### src/rtl/dsa_pkg.sv
// Shared constants for the data-space access and stack check unit
package dsa_pkg;
    // ----------------------------------------
    // Address space
    // ----------------------------------------
    localparam logic [15:0] DSA_NEAR_MASK = 16'h1FFF;
    localparam logic [15:0] DSA_SFR_END = 16'h0800;
    localparam logic [15:0] DSA_Y_BASE = 16'h0C00;
    localparam logic [15:0] DSA_Y_LAST = 16'h0FFF;
    localparam logic [15:0] DSA_MEM_LAST = 16'h0FFF;
    localparam int DSA_BREV_W = 8;
    localparam logic [15:0] DSA_STEP_BYTE = 16'h0001;
    localparam logic [15:0] DSA_STEP_WORD = 16'h0002;
    // ----------------------------------------
    // Reset values
    // ----------------------------------------
    localparam logic [15:0] DSA_SP_RST = 16'h0800;
    localparam logic [1:0] DSA_FAULT_RST = 2'h0;
    // ----------------------------------------
    // Register indices
    // ----------------------------------------
    localparam logic [1:0] DSA_REG_STACK_LIMIT = 2'h0;
    localparam logic [1:0] DSA_REG_SP = 2'h1;
    localparam logic [1:0] DSA_REG_FAULT = 2'h2;
    // ----------------------------------------
    // Modes
    // ----------------------------------------
    localparam logic [1:0] DSA_DIR_IND = 2'h0;
    localparam logic [1:0] DSA_DIR_NEAR = 2'h1;
    localparam logic [1:0] DSA_DIR_LONG = 2'h2;
    localparam logic [1:0] DSA_PUSH_DATA = 2'h0;
    localparam logic [1:0] DSA_PUSH_CALL = 2'h1;
    localparam logic [1:0] DSA_PUSH_EXC = 2'h2;
endpackage

### src/rtl/dsa_agu.sv
// Address generation: bit reversal, post-modify step, alignment check
`timescale 1ns/1ps
module dsa_agu import dsa_pkg::*; (
    input wire logic [15:0] ea_in,
    input wire logic byte_op,
    input wire logic brev_en,
    input wire logic wr,
    output logic [15:0] ea_out,
    output logic [15:0] ea_next,
    output logic misalign
);
    logic [15:0] rev;

    // reverse writes only
    genvar i;
    generate
        for (i = 1; i <= DSA_BREV_W; i++)
        begin : g_rev
            assign rev[i] = ea_in[DSA_BREV_W + 1 - i];
        end
    endgenerate
    assign rev[0] = ea_in[0];
    assign rev[15:DSA_BREV_W + 1] = ea_in[15:DSA_BREV_W + 1];
    assign ea_out = (brev_en && wr) ? rev : ea_in;
    // step scales with size
    assign ea_next = ea_in + (byte_op ? DSA_STEP_BYTE : DSA_STEP_WORD);
    // odd word address
    assign misalign = !byte_op && ea_out[0];
endmodule // dsa_agu

### src/rtl/dsa_lane.sv
// Byte lane steering for reads and writes, and register widening
`timescale 1ns/1ps
module dsa_lane (
    input wire logic [15:0] rd_word,
    input wire logic rd_hi,
    input wire logic rd_byte,
    input wire logic [15:0] old_reg,
    output logic [15:0] rd_val,
    output logic [15:0] merged,
    input wire logic [15:0] wdata,
    input wire logic wr_hi,
    input wire logic wr_byte,
    input wire logic wr_en,
    output logic [1:0] we,
    output logic [15:0] lane_wdata,
    input wire logic [15:0] ext_src,
    input wire logic ext_sign,
    output logic [15:0] ext_val
);
    logic [7:0] sel;

    // byte lands on low lane
    assign sel = rd_hi ? rd_word[15:8] : rd_word[7:0];
    assign rd_val = rd_byte ? {8'h00, sel} : rd_word;
    // high byte kept
    assign merged = rd_byte ? {old_reg[15:8], sel} : rd_word;
    // one lane strobe per byte
    assign we = !wr_en ? 2'h0 : !wr_byte ? 2'h3 : (wr_hi ? 2'h2 : 2'h1);
    assign lane_wdata = wr_byte ? {wdata[7:0], wdata[7:0]} : wdata;
    // widen signed or unsigned
    assign ext_val = ext_sign ? {{8{ext_src[7]}}, ext_src[7:0]} : {8'h00, ext_src[7:0]};
endmodule // dsa_lane

### src/rtl/dsa_top.sv
// Data-space access unit with X/Y buses and software stack checks
// Contract
// All data-space writes go over the X write bus only.
// Bit-reversed addressing applies only to X-space writes.
// Multiply-accumulate class reads X and Y concurrently, each pointer pair own space.
// Y bus never writes; accumulator write-back uses X bus anywhere.
// Unimplemented or wrong-space reads return all zeros.
// Effective addresses are 16-bit byte addresses, 64 KB range.
// Byte read fetches word, bit zero selects byte, low lane; Y words only.
// Byte write strobes only its lane; lanes share word decode.
// Post-increment steps one for bytes, two for words.
// Odd word access traps; faulting write suppressed, read completes.
// Byte load into working register keeps high byte.
// Provide sign-extend and zero-extend of a byte.
// Near direct field of 13 bits reaches 0x0000 to 0x1FFF.
// Move direct uses full 16-bit address field.
// X/Y boundary fixed in hardware.
// Stack pointer points at next free word, grows up.
// Call pushes program counter high part with high byte clear.
// Exception push places status low byte in high byte.
// Stack limit undefined after reset, bit zero reads zero; here bit zero is clear only after a limit write.
// Push at limit no trap; next push traps.
// Stack address below 0x0800 raises stack error.
// Software avoids stack read right after limit write.
// Address and stack errors are separate one-cycle pulses.
//
// Design decisions made here: strobed register access and the register offsets.
`timescale 1ns/1ps
module dsa_top import dsa_pkg::*; (
    input wire logic clk,
    input wire logic rstn,
    input wire logic ce,
    input wire logic acc_rd,
    input wire logic acc_wr,
    input wire logic acc_byte,
    input wire logic [1:0] acc_dir_mode,
    input wire logic [15:0] acc_ea,
    input wire logic acc_brev,
    input wire logic acc_postinc,
    input wire logic [15:0] acc_wdata,
    input wire logic [15:0] acc_wreg_old,
    input wire logic mac_rd,
    input wire logic [15:0] mac_x_ea,
    input wire logic [15:0] mac_y_ea,
    input wire logic stk_push,
    input wire logic stk_pop,
    input wire logic [1:0] stk_kind,
    input wire logic [15:0] stk_wdata,
    input wire logic [7:0] pc_upper,
    input wire logic [7:0] status_low_byte,
    input wire logic ext_valid,
    input wire logic ext_sign,
    input wire logic [15:0] ext_src,
    input wire logic [1:0] reg_addr,
    input wire logic [15:0] reg_wdata,
    input wire logic reg_wr,
    input wire logic reg_rd,
    input wire logic [15:0] mem_x_rdata,
    input wire logic [15:0] mem_y_rdata,
    output logic [15:0] reg_rdata_q,
    output logic [14:0] mem_x_addr_q,
    output logic mem_x_re_q,
    output logic [1:0] mem_x_we_q,
    output logic [15:0] mem_x_wdata_q,
    output logic [14:0] mem_y_addr_q,
    output logic mem_y_re_q,
    output logic [15:0] x_rdata_q,
    output logic [15:0] wreg_new_q,
    output logic rd_valid_q,
    output logic [15:0] y_rdata_q,
    output logic y_valid_q,
    output logic [15:0] ptr_next_q,
    output logic [15:0] ext_result_q,
    output logic addr_err_q,
    output logic stack_err_q
);
    logic [15:0] dir_ea, acc_ea_eff, acc_ea_next, stk_ea, x_ea, stk_word;
    logic [15:0] sp_q, stack_limit_q, rd_val, merged, lane_wdata, ext_val;
    logic [15:0] old_q1;
    logic [1:0] fault_q, we;
    logic acc_misal, use_stk, use_acc, use_mac, x_rd, x_wr, x_byte, misal;
    logic x_unimpl, x_zero, y_zero, stk_err, lim_over;
    logic rd_q1, zero_q1, hi_q1, byte_q1, yrd_q1, yzero_q1;

    // ----------------------------------------
    // Effective address
    // ----------------------------------------
    // near field reaches low 8 KB
    // long field covers whole X
    assign dir_ea = (acc_dir_mode == DSA_DIR_NEAR) ? (acc_ea & DSA_NEAR_MASK) : acc_ea;

    // all addresses are 16-bit byte addresses
    dsa_agu u_agu (
        .ea_in(dir_ea),
        .byte_op(acc_byte),
        .brev_en(acc_brev),
        .wr(acc_wr),
        .ea_out(acc_ea_eff),
        .ea_next(acc_ea_next),
        .misalign(acc_misal)
    );

    // ----------------------------------------
    // Stack address and checks
    // ----------------------------------------
    // push at free word, pop predecrements
    assign stk_ea = stk_push ? sp_q : sp_q - DSA_STEP_WORD;
    // equal to limit is still legal
    assign lim_over = stk_push && (sp_q > stack_limit_q);
    // guard the register area
    assign stk_err = lim_over || ((stk_push || stk_pop) && (stk_ea < DSA_SFR_END));

    // upper byte forced clear
    // status byte joins the push
    assign stk_word = (stk_kind == DSA_PUSH_CALL) ? {8'h00, pc_upper}
        : (stk_kind == DSA_PUSH_EXC) ? {status_low_byte, pc_upper}
        : stk_wdata;

    // ----------------------------------------
    // X bus arbitration
    // ----------------------------------------
    // Stack wins, then plain access, then prefetch; the pipeline issues one
    assign use_stk = stk_push || stk_pop;
    assign use_acc = !use_stk && (acc_rd || acc_wr);
    assign use_mac = !use_stk && !use_acc && mac_rd;
    assign x_ea = use_stk ? stk_ea : (use_acc ? acc_ea_eff : mac_x_ea);
    assign x_rd = stk_pop || (use_acc && acc_rd) || use_mac;
    // every store is routed through the X write port
    // accumulator write-back may hit any address
    assign x_wr = stk_push || (use_acc && acc_wr);
    assign x_byte = use_acc && acc_byte;
    assign misal = use_acc && acc_misal;
    assign x_unimpl = x_ea > DSA_MEM_LAST;
    // boundary comes from constants only
    // wrong space or missing memory reads zero
    assign x_zero = x_unimpl || (use_mac && x_ea >= DSA_Y_BASE && x_ea <= DSA_Y_LAST);
    assign y_zero = mac_y_ea < DSA_Y_BASE || mac_y_ea > DSA_Y_LAST;

    dsa_lane u_lane (
        .rd_word(mem_x_rdata),
        .rd_hi(hi_q1),
        .rd_byte(byte_q1),
        .old_reg(old_q1),
        .rd_val(rd_val),
        .merged(merged),
        .wdata(use_stk ? stk_word : acc_wdata),
        .wr_hi(x_ea[0]),
        .wr_byte(x_byte),
        // misaligned store dropped
        .wr_en(x_wr && !misal && !x_unimpl),
        .we(we),
        .lane_wdata(lane_wdata),
        .ext_src(ext_src),
        .ext_sign(ext_sign),
        .ext_val(ext_val)
    );

    // ----------------------------------------
    // Memory request stage
    // ----------------------------------------
    always_ff @(posedge clk or negedge rstn)
    begin
        if (!rstn)
        begin
            mem_x_addr_q <= 15'h0000;
            mem_x_re_q <= 1'b0;
            mem_x_we_q <= 2'h0;
            mem_x_wdata_q <= 16'h0000;
            rd_q1 <= 1'b0;
            zero_q1 <= 1'b0;
            hi_q1 <= 1'b0;
            byte_q1 <= 1'b0;
            old_q1 <= 16'h0000;
        end
        else if (ce)
        begin
            // one word decode for both lanes
            mem_x_addr_q <= x_ea[15:1];
            mem_x_re_q <= x_rd && !x_zero;
            mem_x_we_q <= we;
            mem_x_wdata_q <= lane_wdata;
            rd_q1 <= x_rd;
            zero_q1 <= x_zero;
            hi_q1 <= x_ea[0];
            byte_q1 <= x_byte;
            old_q1 <= acc_wreg_old;
        end
    end

    // Y prefetch runs beside the X read
    always_ff @(posedge clk or negedge rstn)
    begin
        if (!rstn)
        begin
            mem_y_addr_q <= 15'h0000;
            mem_y_re_q <= 1'b0;
            yrd_q1 <= 1'b0;
            yzero_q1 <= 1'b0;
        end
        else if (ce)
        begin
            // Y path is word only, bit zero ignored
            mem_y_addr_q <= mac_y_ea[15:1];
            mem_y_re_q <= mac_rd && !y_zero;
            yrd_q1 <= mac_rd;
            yzero_q1 <= y_zero;
        end
    end

    // ----------------------------------------
    // Read return stage
    // ----------------------------------------
    always_ff @(posedge clk or negedge rstn)
    begin
        if (!rstn)
        begin
            x_rdata_q <= 16'h0000;
            wreg_new_q <= 16'h0000;
            rd_valid_q <= 1'b0;
            y_rdata_q <= 16'h0000;
            y_valid_q <= 1'b0;
        end
        else if (ce)
        begin
            rd_valid_q <= rd_q1;
            y_valid_q <= yrd_q1;
            if (rd_q1)
            begin
                // zero data on an invalid read
                x_rdata_q <= zero_q1 ? 16'h0000 : rd_val;
                wreg_new_q <= zero_q1 ? (byte_q1 ? {old_q1[15:8], 8'h00} : 16'h0000) : merged;
            end
            if (yrd_q1)
                y_rdata_q <= yzero_q1 ? 16'h0000 : mem_y_rdata;
        end
    end

    // ----------------------------------------
    // Pointer, widening and trap pulses
    // ----------------------------------------
    always_ff @(posedge clk or negedge rstn)
    begin
        if (!rstn)
        begin
            ptr_next_q <= 16'h0000;
            ext_result_q <= 16'h0000;
            addr_err_q <= 1'b0;
            stack_err_q <= 1'b0;
        end
        else if (ce)
        begin
            if (acc_postinc && use_acc)
                ptr_next_q <= acc_ea_next;
            if (ext_valid)
                ext_result_q <= ext_val;
            // separate single-cycle requests
            addr_err_q <= misal;
            stack_err_q <= use_stk && stk_err;
        end
    end

    // ----------------------------------------
    // Stack pointer and fault flags
    // ----------------------------------------
    always_ff @(posedge clk or negedge rstn)
    begin
        if (!rstn)
        begin
            sp_q <= DSA_SP_RST;
        end
        else if (ce)
        begin
            // push adds two, pop subtracts two
            if (stk_push)
            begin
                sp_q <= sp_q + DSA_STEP_WORD;
            end
            else if (stk_pop)
            begin
                sp_q <= stk_ea;
            end
            else if (reg_wr && reg_addr == DSA_REG_SP)
            begin
                sp_q <= {reg_wdata[15:1], 1'b0};
            end
        end
    end

    always_ff @(posedge clk or negedge rstn)
    begin
        if (!rstn)
        begin
            fault_q <= DSA_FAULT_RST;
        end
        else if (ce)
        begin
            // New fault beats a write-one-to-clear in the same cycle
            fault_q <= (fault_q & ~((reg_wr && reg_addr == DSA_REG_FAULT) ? reg_wdata[1:0] : 2'h0))
                | {use_stk && stk_err, misal};
        end
    end

    // limit has no reset value; bit zero cleared on each write
    // a limit write takes effect on the very next push anyway
    always_ff @(posedge clk)
    begin
        if (ce && reg_wr && reg_addr == DSA_REG_STACK_LIMIT)
        begin
            stack_limit_q <= {reg_wdata[15:1], 1'b0};
        end
    end

    // ----------------------------------------
    // Register read port
    // ----------------------------------------
    always_ff @(posedge clk or negedge rstn)
    begin
        if (!rstn)
        begin
            reg_rdata_q <= 16'h0000;
        end
        else if (ce && reg_rd)
        begin
            unique case (reg_addr)
                DSA_REG_STACK_LIMIT: reg_rdata_q <= stack_limit_q;
                DSA_REG_SP: reg_rdata_q <= sp_q;
                DSA_REG_FAULT: reg_rdata_q <= {14'h0000, fault_q};
                default: reg_rdata_q <= 16'h0000;
            endcase
        end
    end
endmodule // dsa_top

### config.mk
export PLATFORM = sky130hd
export DESIGN_NAME = dsa_top
export DESIGN_NICKNAME = d
export VERILOG_FILES = /design/src/rtl/dsa_pkg.sv /design/src/rtl/dsa_agu.sv /design/src/rtl/dsa_lane.sv /design/src/rtl/dsa_top.sv
export SDC_FILE = /design/constraint.sdc
export NUM_CORES = 1
export LEC_CHECK = 0
export BUFFER_PORTS_ARGS = -buffer_cell sky130_fd_sc_hd__buf_2
export CAP_MARGIN = 40
export CORE_MARGIN = 10
export CORE_UTILIZATION = 51
export CTS_BUF_LIST = sky130_fd_sc_hd__clkbuf_16
export DETAILED_ROUTE_END_ITERATION = 6
export GPL_TIMING_DRIVEN = 0
export PLACE_DENSITY = 0.82
export SLEW_MARGIN = 10
export SYNTH_ARGS = -nofsm -noshare
export SYNTH_HDL_FRONTEND = slang
export SYNTH_SLANG_ARGS = --single-unit
### constraint.sdc
create_clock -name clk -period 2.6 [get_ports clk]
set_input_delay 0.39 -clock clk [delete_from_list [all_inputs] [get_ports clk]]
set_output_delay 0.39 -clock clk [all_outputs]
set_load 0.01 [all_outputs]
# Word level (Yosys, flattened, before mapping)
# Cells that the tools add are included.
[classes] addsub=3 order_cmp=7 n_eq_ne=5 n_mux=26 n_bitwise=3 n_reduce_logical=46
[ops] cell="$mux 16" count=18
[ops] cell="$pmux 16 s3" count=1
[ops] cell="$gt 16x12->1 const B" count=2
[ops] cell="$lt 16x12->1 const B" count=2
[ops] cell="$logic_and 1x1->1" count=24
[ops] cell="$add 16x2->16" count=1
[ops] cell="$add 16x2->16 const B" count=1
[ops] cell="$ge 16x12->1 const B" count=1
[ops] cell="$gt 16x16->1" count=1
[ops] cell="$le 16x12->1 const B" count=1
[ops] cell="$sub 16x2->16 const B" count=1
[ops] cell="$mux 2" count=5
[ops] cell="$reduce_and 2->1" count=5
[ops] cell="$mux 9" count=1
[ops] cell="$logic_or 1x1->1" count=8
[ops] cell="$mux 8" count=1
[ops] cell="$logic_not 1->1" count=7
[ops] cell="$eq 2x1->1 const B" count=3
[ops] cell="$eq 2x2->1 const B" count=2
[ops] cell="$reduce_bool 3->1" count=1
[ops] cell="$and 2x2->2" count=1
[ops] cell="$logic_not 2->1" count=1
[ops] cell="$not 2->2" count=1
[ops] cell="$or 2x2->2" count=1
[word_totals] reg_bits=205 output_inout_bits=150 word_cells=116

# Longest topological paths before layout
[logic_depth] word_depth=11 depth_mapped=9 depth_no_buf=8

# Modules after synthesis
# Synthesis repeated with hierarchy kept, for this count alone.
[unflattened] cells_unflattened=1112 hier_area_um2=11145.7
[by_module_without_submodules] module="dsa_top" n_inst=1 cells_per_inst=982 area_per_inst_um2=10012.1 seq_area_each_um2=5181.2
[by_module_without_submodules] module="dsa_lane" n_inst=1 cells_per_inst=71 area_per_inst_um2=653.1 seq_area_each_um2=0.0
[by_module_without_submodules] module="dsa_agu" n_inst=1 cells_per_inst=59 area_per_inst_um2=480.5 seq_area_each_um2=0.0

# Least setup slack after synthesis
# OpenSTA, ideal clock, no wires.
[synth_timing] kind="input to register" from="input ce" to="register stack_limit_q[10], enable pin" arrival_ns=2.392 t_required_ns=2.194 path_slack_ns=-0.198 cell_stages=5 cell_sequence="clkbuf_1 > clkbuf_1 > clkbuf_1 > nand2_1 > nor3_1"
[synth_via] elab_chain_len=2
[synth_rtl] item="from (decl)" line="dsa_top.sv:32" source="input wire logic ce,"
[synth_rtl] item="$logic_and 1x1->1 (2 in series)" line="dsa_top.sv:307" source="if (ce && reg_wr && reg_addr == DSA_REG_STACK_LIMIT)"
[synth_rtl] item="to (signal assigned)" line="dsa_top.sv:309" source="stack_limit_q <= {reg_wdata[15:1], 1'b0};"
[synth_rtl] item="to (decl)" line="dsa_top.sv:78" source="logic [15:0] sp_q, stack_limit_q, rd_val, merged, lane_wdata, ext_val;"
# Every way passes these cells.
# A chain may end at the register's enable or synchronous reset.

# Worst setup path after layout
[layout_timing] from="register sp_q[9]" to="register zero_q1"
[layout_via] elab_chain_len=7
[layout_rtl] item="from (decl)" line="dsa_top.sv:78"
[layout_rtl] item="from (signal assigned)" line="dsa_top.sv:276" source="sp_q <= sp_q + DSA_STEP_WORD;"
[layout_rtl] item="from (signal assigned)" line="dsa_top.sv:280" source="sp_q <= stk_ea;"
[layout_rtl] item="from (signal assigned)" line="dsa_top.sv:284" source="sp_q <= {reg_wdata[15:1], 1'b0};"
[layout_rtl] item="$sub 16x2->16" line="dsa_top.sv:107" source="assign stk_ea = stk_push ? sp_q : sp_q - DSA_STEP_WORD;"
[layout_rtl] item="$mux 16 *" line="dsa_top.sv:107"
[layout_rtl] item="$mux 16 *" line="dsa_top.sv:126" source="assign x_ea = use_stk ? stk_ea : (use_acc ? acc_ea_eff : mac_x_ea);"
[layout_rtl] item="$ge 16x12->1" line="dsa_top.sv:136" source="assign x_zero = x_unimpl || (use_mac && x_ea >= DSA_Y_BASE && x_ea <= DSA_Y_LAST);"
[layout_rtl] item="$logic_and 1x1->1 (2 in series)" line="dsa_top.sv:136"
[layout_rtl] item="$logic_or 1x1->1 *" line="dsa_top.sv:136"
[layout_rtl] item="to (signal assigned)" line="dsa_top.sv:183" source="zero_q1 <= x_zero;"
[layout_rtl] item="to (decl)" line="dsa_top.sv:83" source="logic rd_q1, zero_q1, hi_q1, byte_q1, yrd_q1, yzero_q1;"
# Mark *: on every way between the ends. The rest lies on a longest branch, timed or not.

==> flow_summary.json <==
{
  "cts_max_path_buffers": 2,
  "critical_path.max_fanout": 10,
  "drt_wl_total_um": 33600,
  "syn-cell-area_sq_mm": 0.00969,
  "status": "finished clean",
  "ys.flop_type": "dfrtp_1",
  "io_buffers": 322,
  "final_common_cell": "buf_2",
  "fmaxAchievable_ghz": 0.395,
  "grt_pass1_vias": 9456,
  "finClkSkew_ns": 0.00980,
  "setup_viol": 0,
  "syn_inst": 1031,
  "die_w_um": 158,
  "initial_core_util": 0.518,
  "crit_type": "flop to flop",
  "dieArea_sq_mm": 0.0249,
  "grt_pass1_wl_um": 52200,
  "yosysUniqueCellTypes": 62,
  "worstReg2RegEnd": "zero_q1$_DFFE_PN0P_",
  "instances_no_fill": 1620,
  "fill_cells": 1600,
  "htree_levels": 4,
  "drc_errors": 0,
  "hold_path.class": "input pin to flop",
  "gr-total-overflow": 0,
  "cp.arrival_ns": 2.85,
  "placedCellCount": 1590,
  "coreArea_sq_mm": 0.0187,
  "crit_end": "zero_q1$_DFFE_PN0P_",
  "power_uw": 8120,
  "startpoint_type": "flop",
  "cts.sinks": 181,
  "dpl.hpwl_um": 26400,
  "nets": 1590,
  "cts-buffers-inserted": 17,
  "io_pins": 347,
  "drtAntennaViolNets": 0,
  "p_per_area_mw_per_mm2": 661,
  "rows": 50,
  "hold_viol": 0,
  "cts.reportedPaths.clkPinSlew_ns": 0.07,
  "insertion_delay_ns": 0.43,
  "gp_congestion": 0.982,
  "drive_gt1_frac": 0.316,
  "ys_seq_elements": 181,
  "final_cell_mix": "buf_2, dfrtp_1, nand2_1",
  "grt_usage": 0.268,
  "finalMaxSlewViolations": 0,
  "grt_max_degree": 95,
  "dieHeight_um": 158,
  "tightest_slew_ns": 0.920,
  "area_growth_pct": 26.8,
  "post-route-util": 0.657,
  "wl_per_cell_um": 20.8,
  "ys_seq_area_frac": 0.475,
  "cts_tree": "done",
  "max_slew_margin": 0.385,
  "leakage_uw": 0.00600,
  "r2r_start": "sp_q[9]$_DFFE_PN0P_",
  "antenna_found_initial": 2,
  "dr.pass1.iters": 5,
  "cap_violations": 0,
  "r2r_slack_ns": 0.07,
  "async_flop_share": 0.917,
  "synth_edf_count": 15,
  "rr_worst_depth": 7,
  "post-route-min-period_ns": 2.53,
  "rsz0062_at_grt": "true",
  "drtIter0Drc": 695,
  "vias": 9054,
  "fin_crit_sh": 0.974,
  "ir_drop_v": 0.000464,
  "drt-vias-per-instance": 5.59,
  "root_buffer": "clkbuf_16",
  "worstSetupEndpointType": "flop",
  "worstPathRequired_ns": 2.92,
  "avgSynthCellArea_sq_um": 9.40,
  "yosys_warnings": 0,
  "crit_start": "sp_q[9]$_DFFE_PN0P_",
  "synth_nets": 1249
}
[state kept, by name (all words and copies together), names as in the netlist, 2 cells and up]
| register | count |
|---|---|
| stack_limit_q | 15 |
| fault_q | 2 |
| mem_y_addr_q | 15 |
| old_q1 | 8 |
| reg_rdata_q | 16 |
| ext_result_q | 9 |
| sp_q | 15 |
| x_rdata_q | 16 |
| y_rdata_q | 16 |
| wreg_new_q | 8 |
| mem_x_addr_q | 15 |
| mem_x_wdata_q | 16 |
| mem_x_we_q | 2 |
| ptr_next_q | 16 |
[through the flow]
stage          instance area [sq um]  hold slack (ns)  setup slack, ns  TNS [ns]
3_3_place_gp                   11600            0.456            -1.50   -270.41
3_5_place_dp                   11700            0.409           -0.930    -17.62
4_1_cts                        12300            0.141          0.00887         0
2_1_floorplan                   9690           0.0944            0.199         0
6_report                       12300            0.151           0.0684         0
5_1_grt                        12300            0.154         -0.00820   -0.0109
[logic make-up after synthesis]
group	after synthesis	synth area share
multiplexers	102	0.112
XOR/XNOR	27	0.0244
AND/OR/NAND/NOR	345	0.163
adder cells (fa/ha/maj)	21	0.0279
buffers and inverters	117	0.0526
flip-flops	181	0.475
AO/OA/AOI/OAI	238	0.145
[report_power, final]
group          switching [uW]  total [uW]  internal, uW  leakage, uW
clock                    1170        2590          1420     0.000274
combinational            1200        2050           850      0.00351
sequential                267        3470          3210      0.00222
total                    2640        8120          5480      0.00600
[Yosys cell counts, types with 3 or more instances]
cell         n  area [sq um]
a211o_1      8          70.1
or2_1        3          18.8
a21oi_1     57           285
nor4_1       9          56.3
nand3_1     25           125
nor2b_1      8          50.1
o21ai_0     51           255
o211ai_1     5          37.5
a211oi_1     8          60.1
edfxtp_1    15           450
o2bb2ai_1    7          61.3
mux2i_1     53           531
o21a_1       3          22.5
buf_1        8          30.0
mux2_2      49           552
a22oi_1      9          67.6
xnor2_1     11          96.3
a31oi_1     11          68.8
clkbuf_1    60           225
o21ai_1     58           290
xor2_1      16           140
nand2_1    152           571
nor3_1       7          35.0
dfrtp_1    165          4130
inv_1       30           113
buf_4       16           120
nand4_1     11          68.8
ha_1        20           250
a221oi_1     3          26.3
nor2_1      77           289
nand2b_1    22           138
and4_1       4          35.0
or3_1        3          18.8
and3_1      10          62.6
[metal layers]
layer / part of all wire / vias to the layer above / global-route usage
met1: 0.40 / 4294 / 0.330
met2: 0.48 / 422 / 0.438
met4: 0.034 / 0 / 0.105
li1: - / 4275 / -
met5: 0 / - / 0
met3: 0.084 / 63 / 0.0733
[area by class of cell]
class	instances	area, sq um	share of cell area
Clock inverter	14	151	0.0123
Antenna cell	2	5.00	0.000407
Inverter	30	113	0.00916
Timing Repair Buffer	327	1680	0.137
Tap cell	234	293	0.0238
Multi-Input combinational cell	733	4630	0.377
Sequential cell	181	4610	0.375
Clock buffer	17	425	0.0346
Buffer	82	379	0.0309
[repair_timing]
item | 4_1_cts | 5_1_grt
resized for setup | 5 | 6
pin swaps | 0 | 1
setup endpoints to repair | 22 | 14
endpoints found under the hold margin | 71 | 0
setup buffers | 0 | 1
hold buffers | 1 | 0
[worst max-delay path: stages (launching register included)]
cell and delay (ns):
dfrtp_1 0.38, buf_2 0.18, or4_4 0.52, or4_4 0.46, o211a_1 0.26, nor4_2 0.25
nand4_1 0.22, o21a_1 0.16
[worst min path at each step]
stage	cells past startpoint	end	startpoint
floorplan	0	addr_err_q$_DFFE_PN0P_	rstn
global placement	2	y_rdata_q[5]$_DFFE_PN0P_	y_rdata_q[5]$_DFFE_PN0P_
detailed placement	1	reg_rdata_q[10]$_DFFE_PN0P_	rstn
CTS	1	stack_limit_q[4]$_DFFE_PP_	reg_wdata[4]
global route	1	stack_limit_q[5]$_DFFE_PP_	reg_wdata[5]
finish	1	stack_limit_q[4]$_DFFE_PP_	reg_wdata[4]
Note: power is estimated with default switching activity, not from simulation.
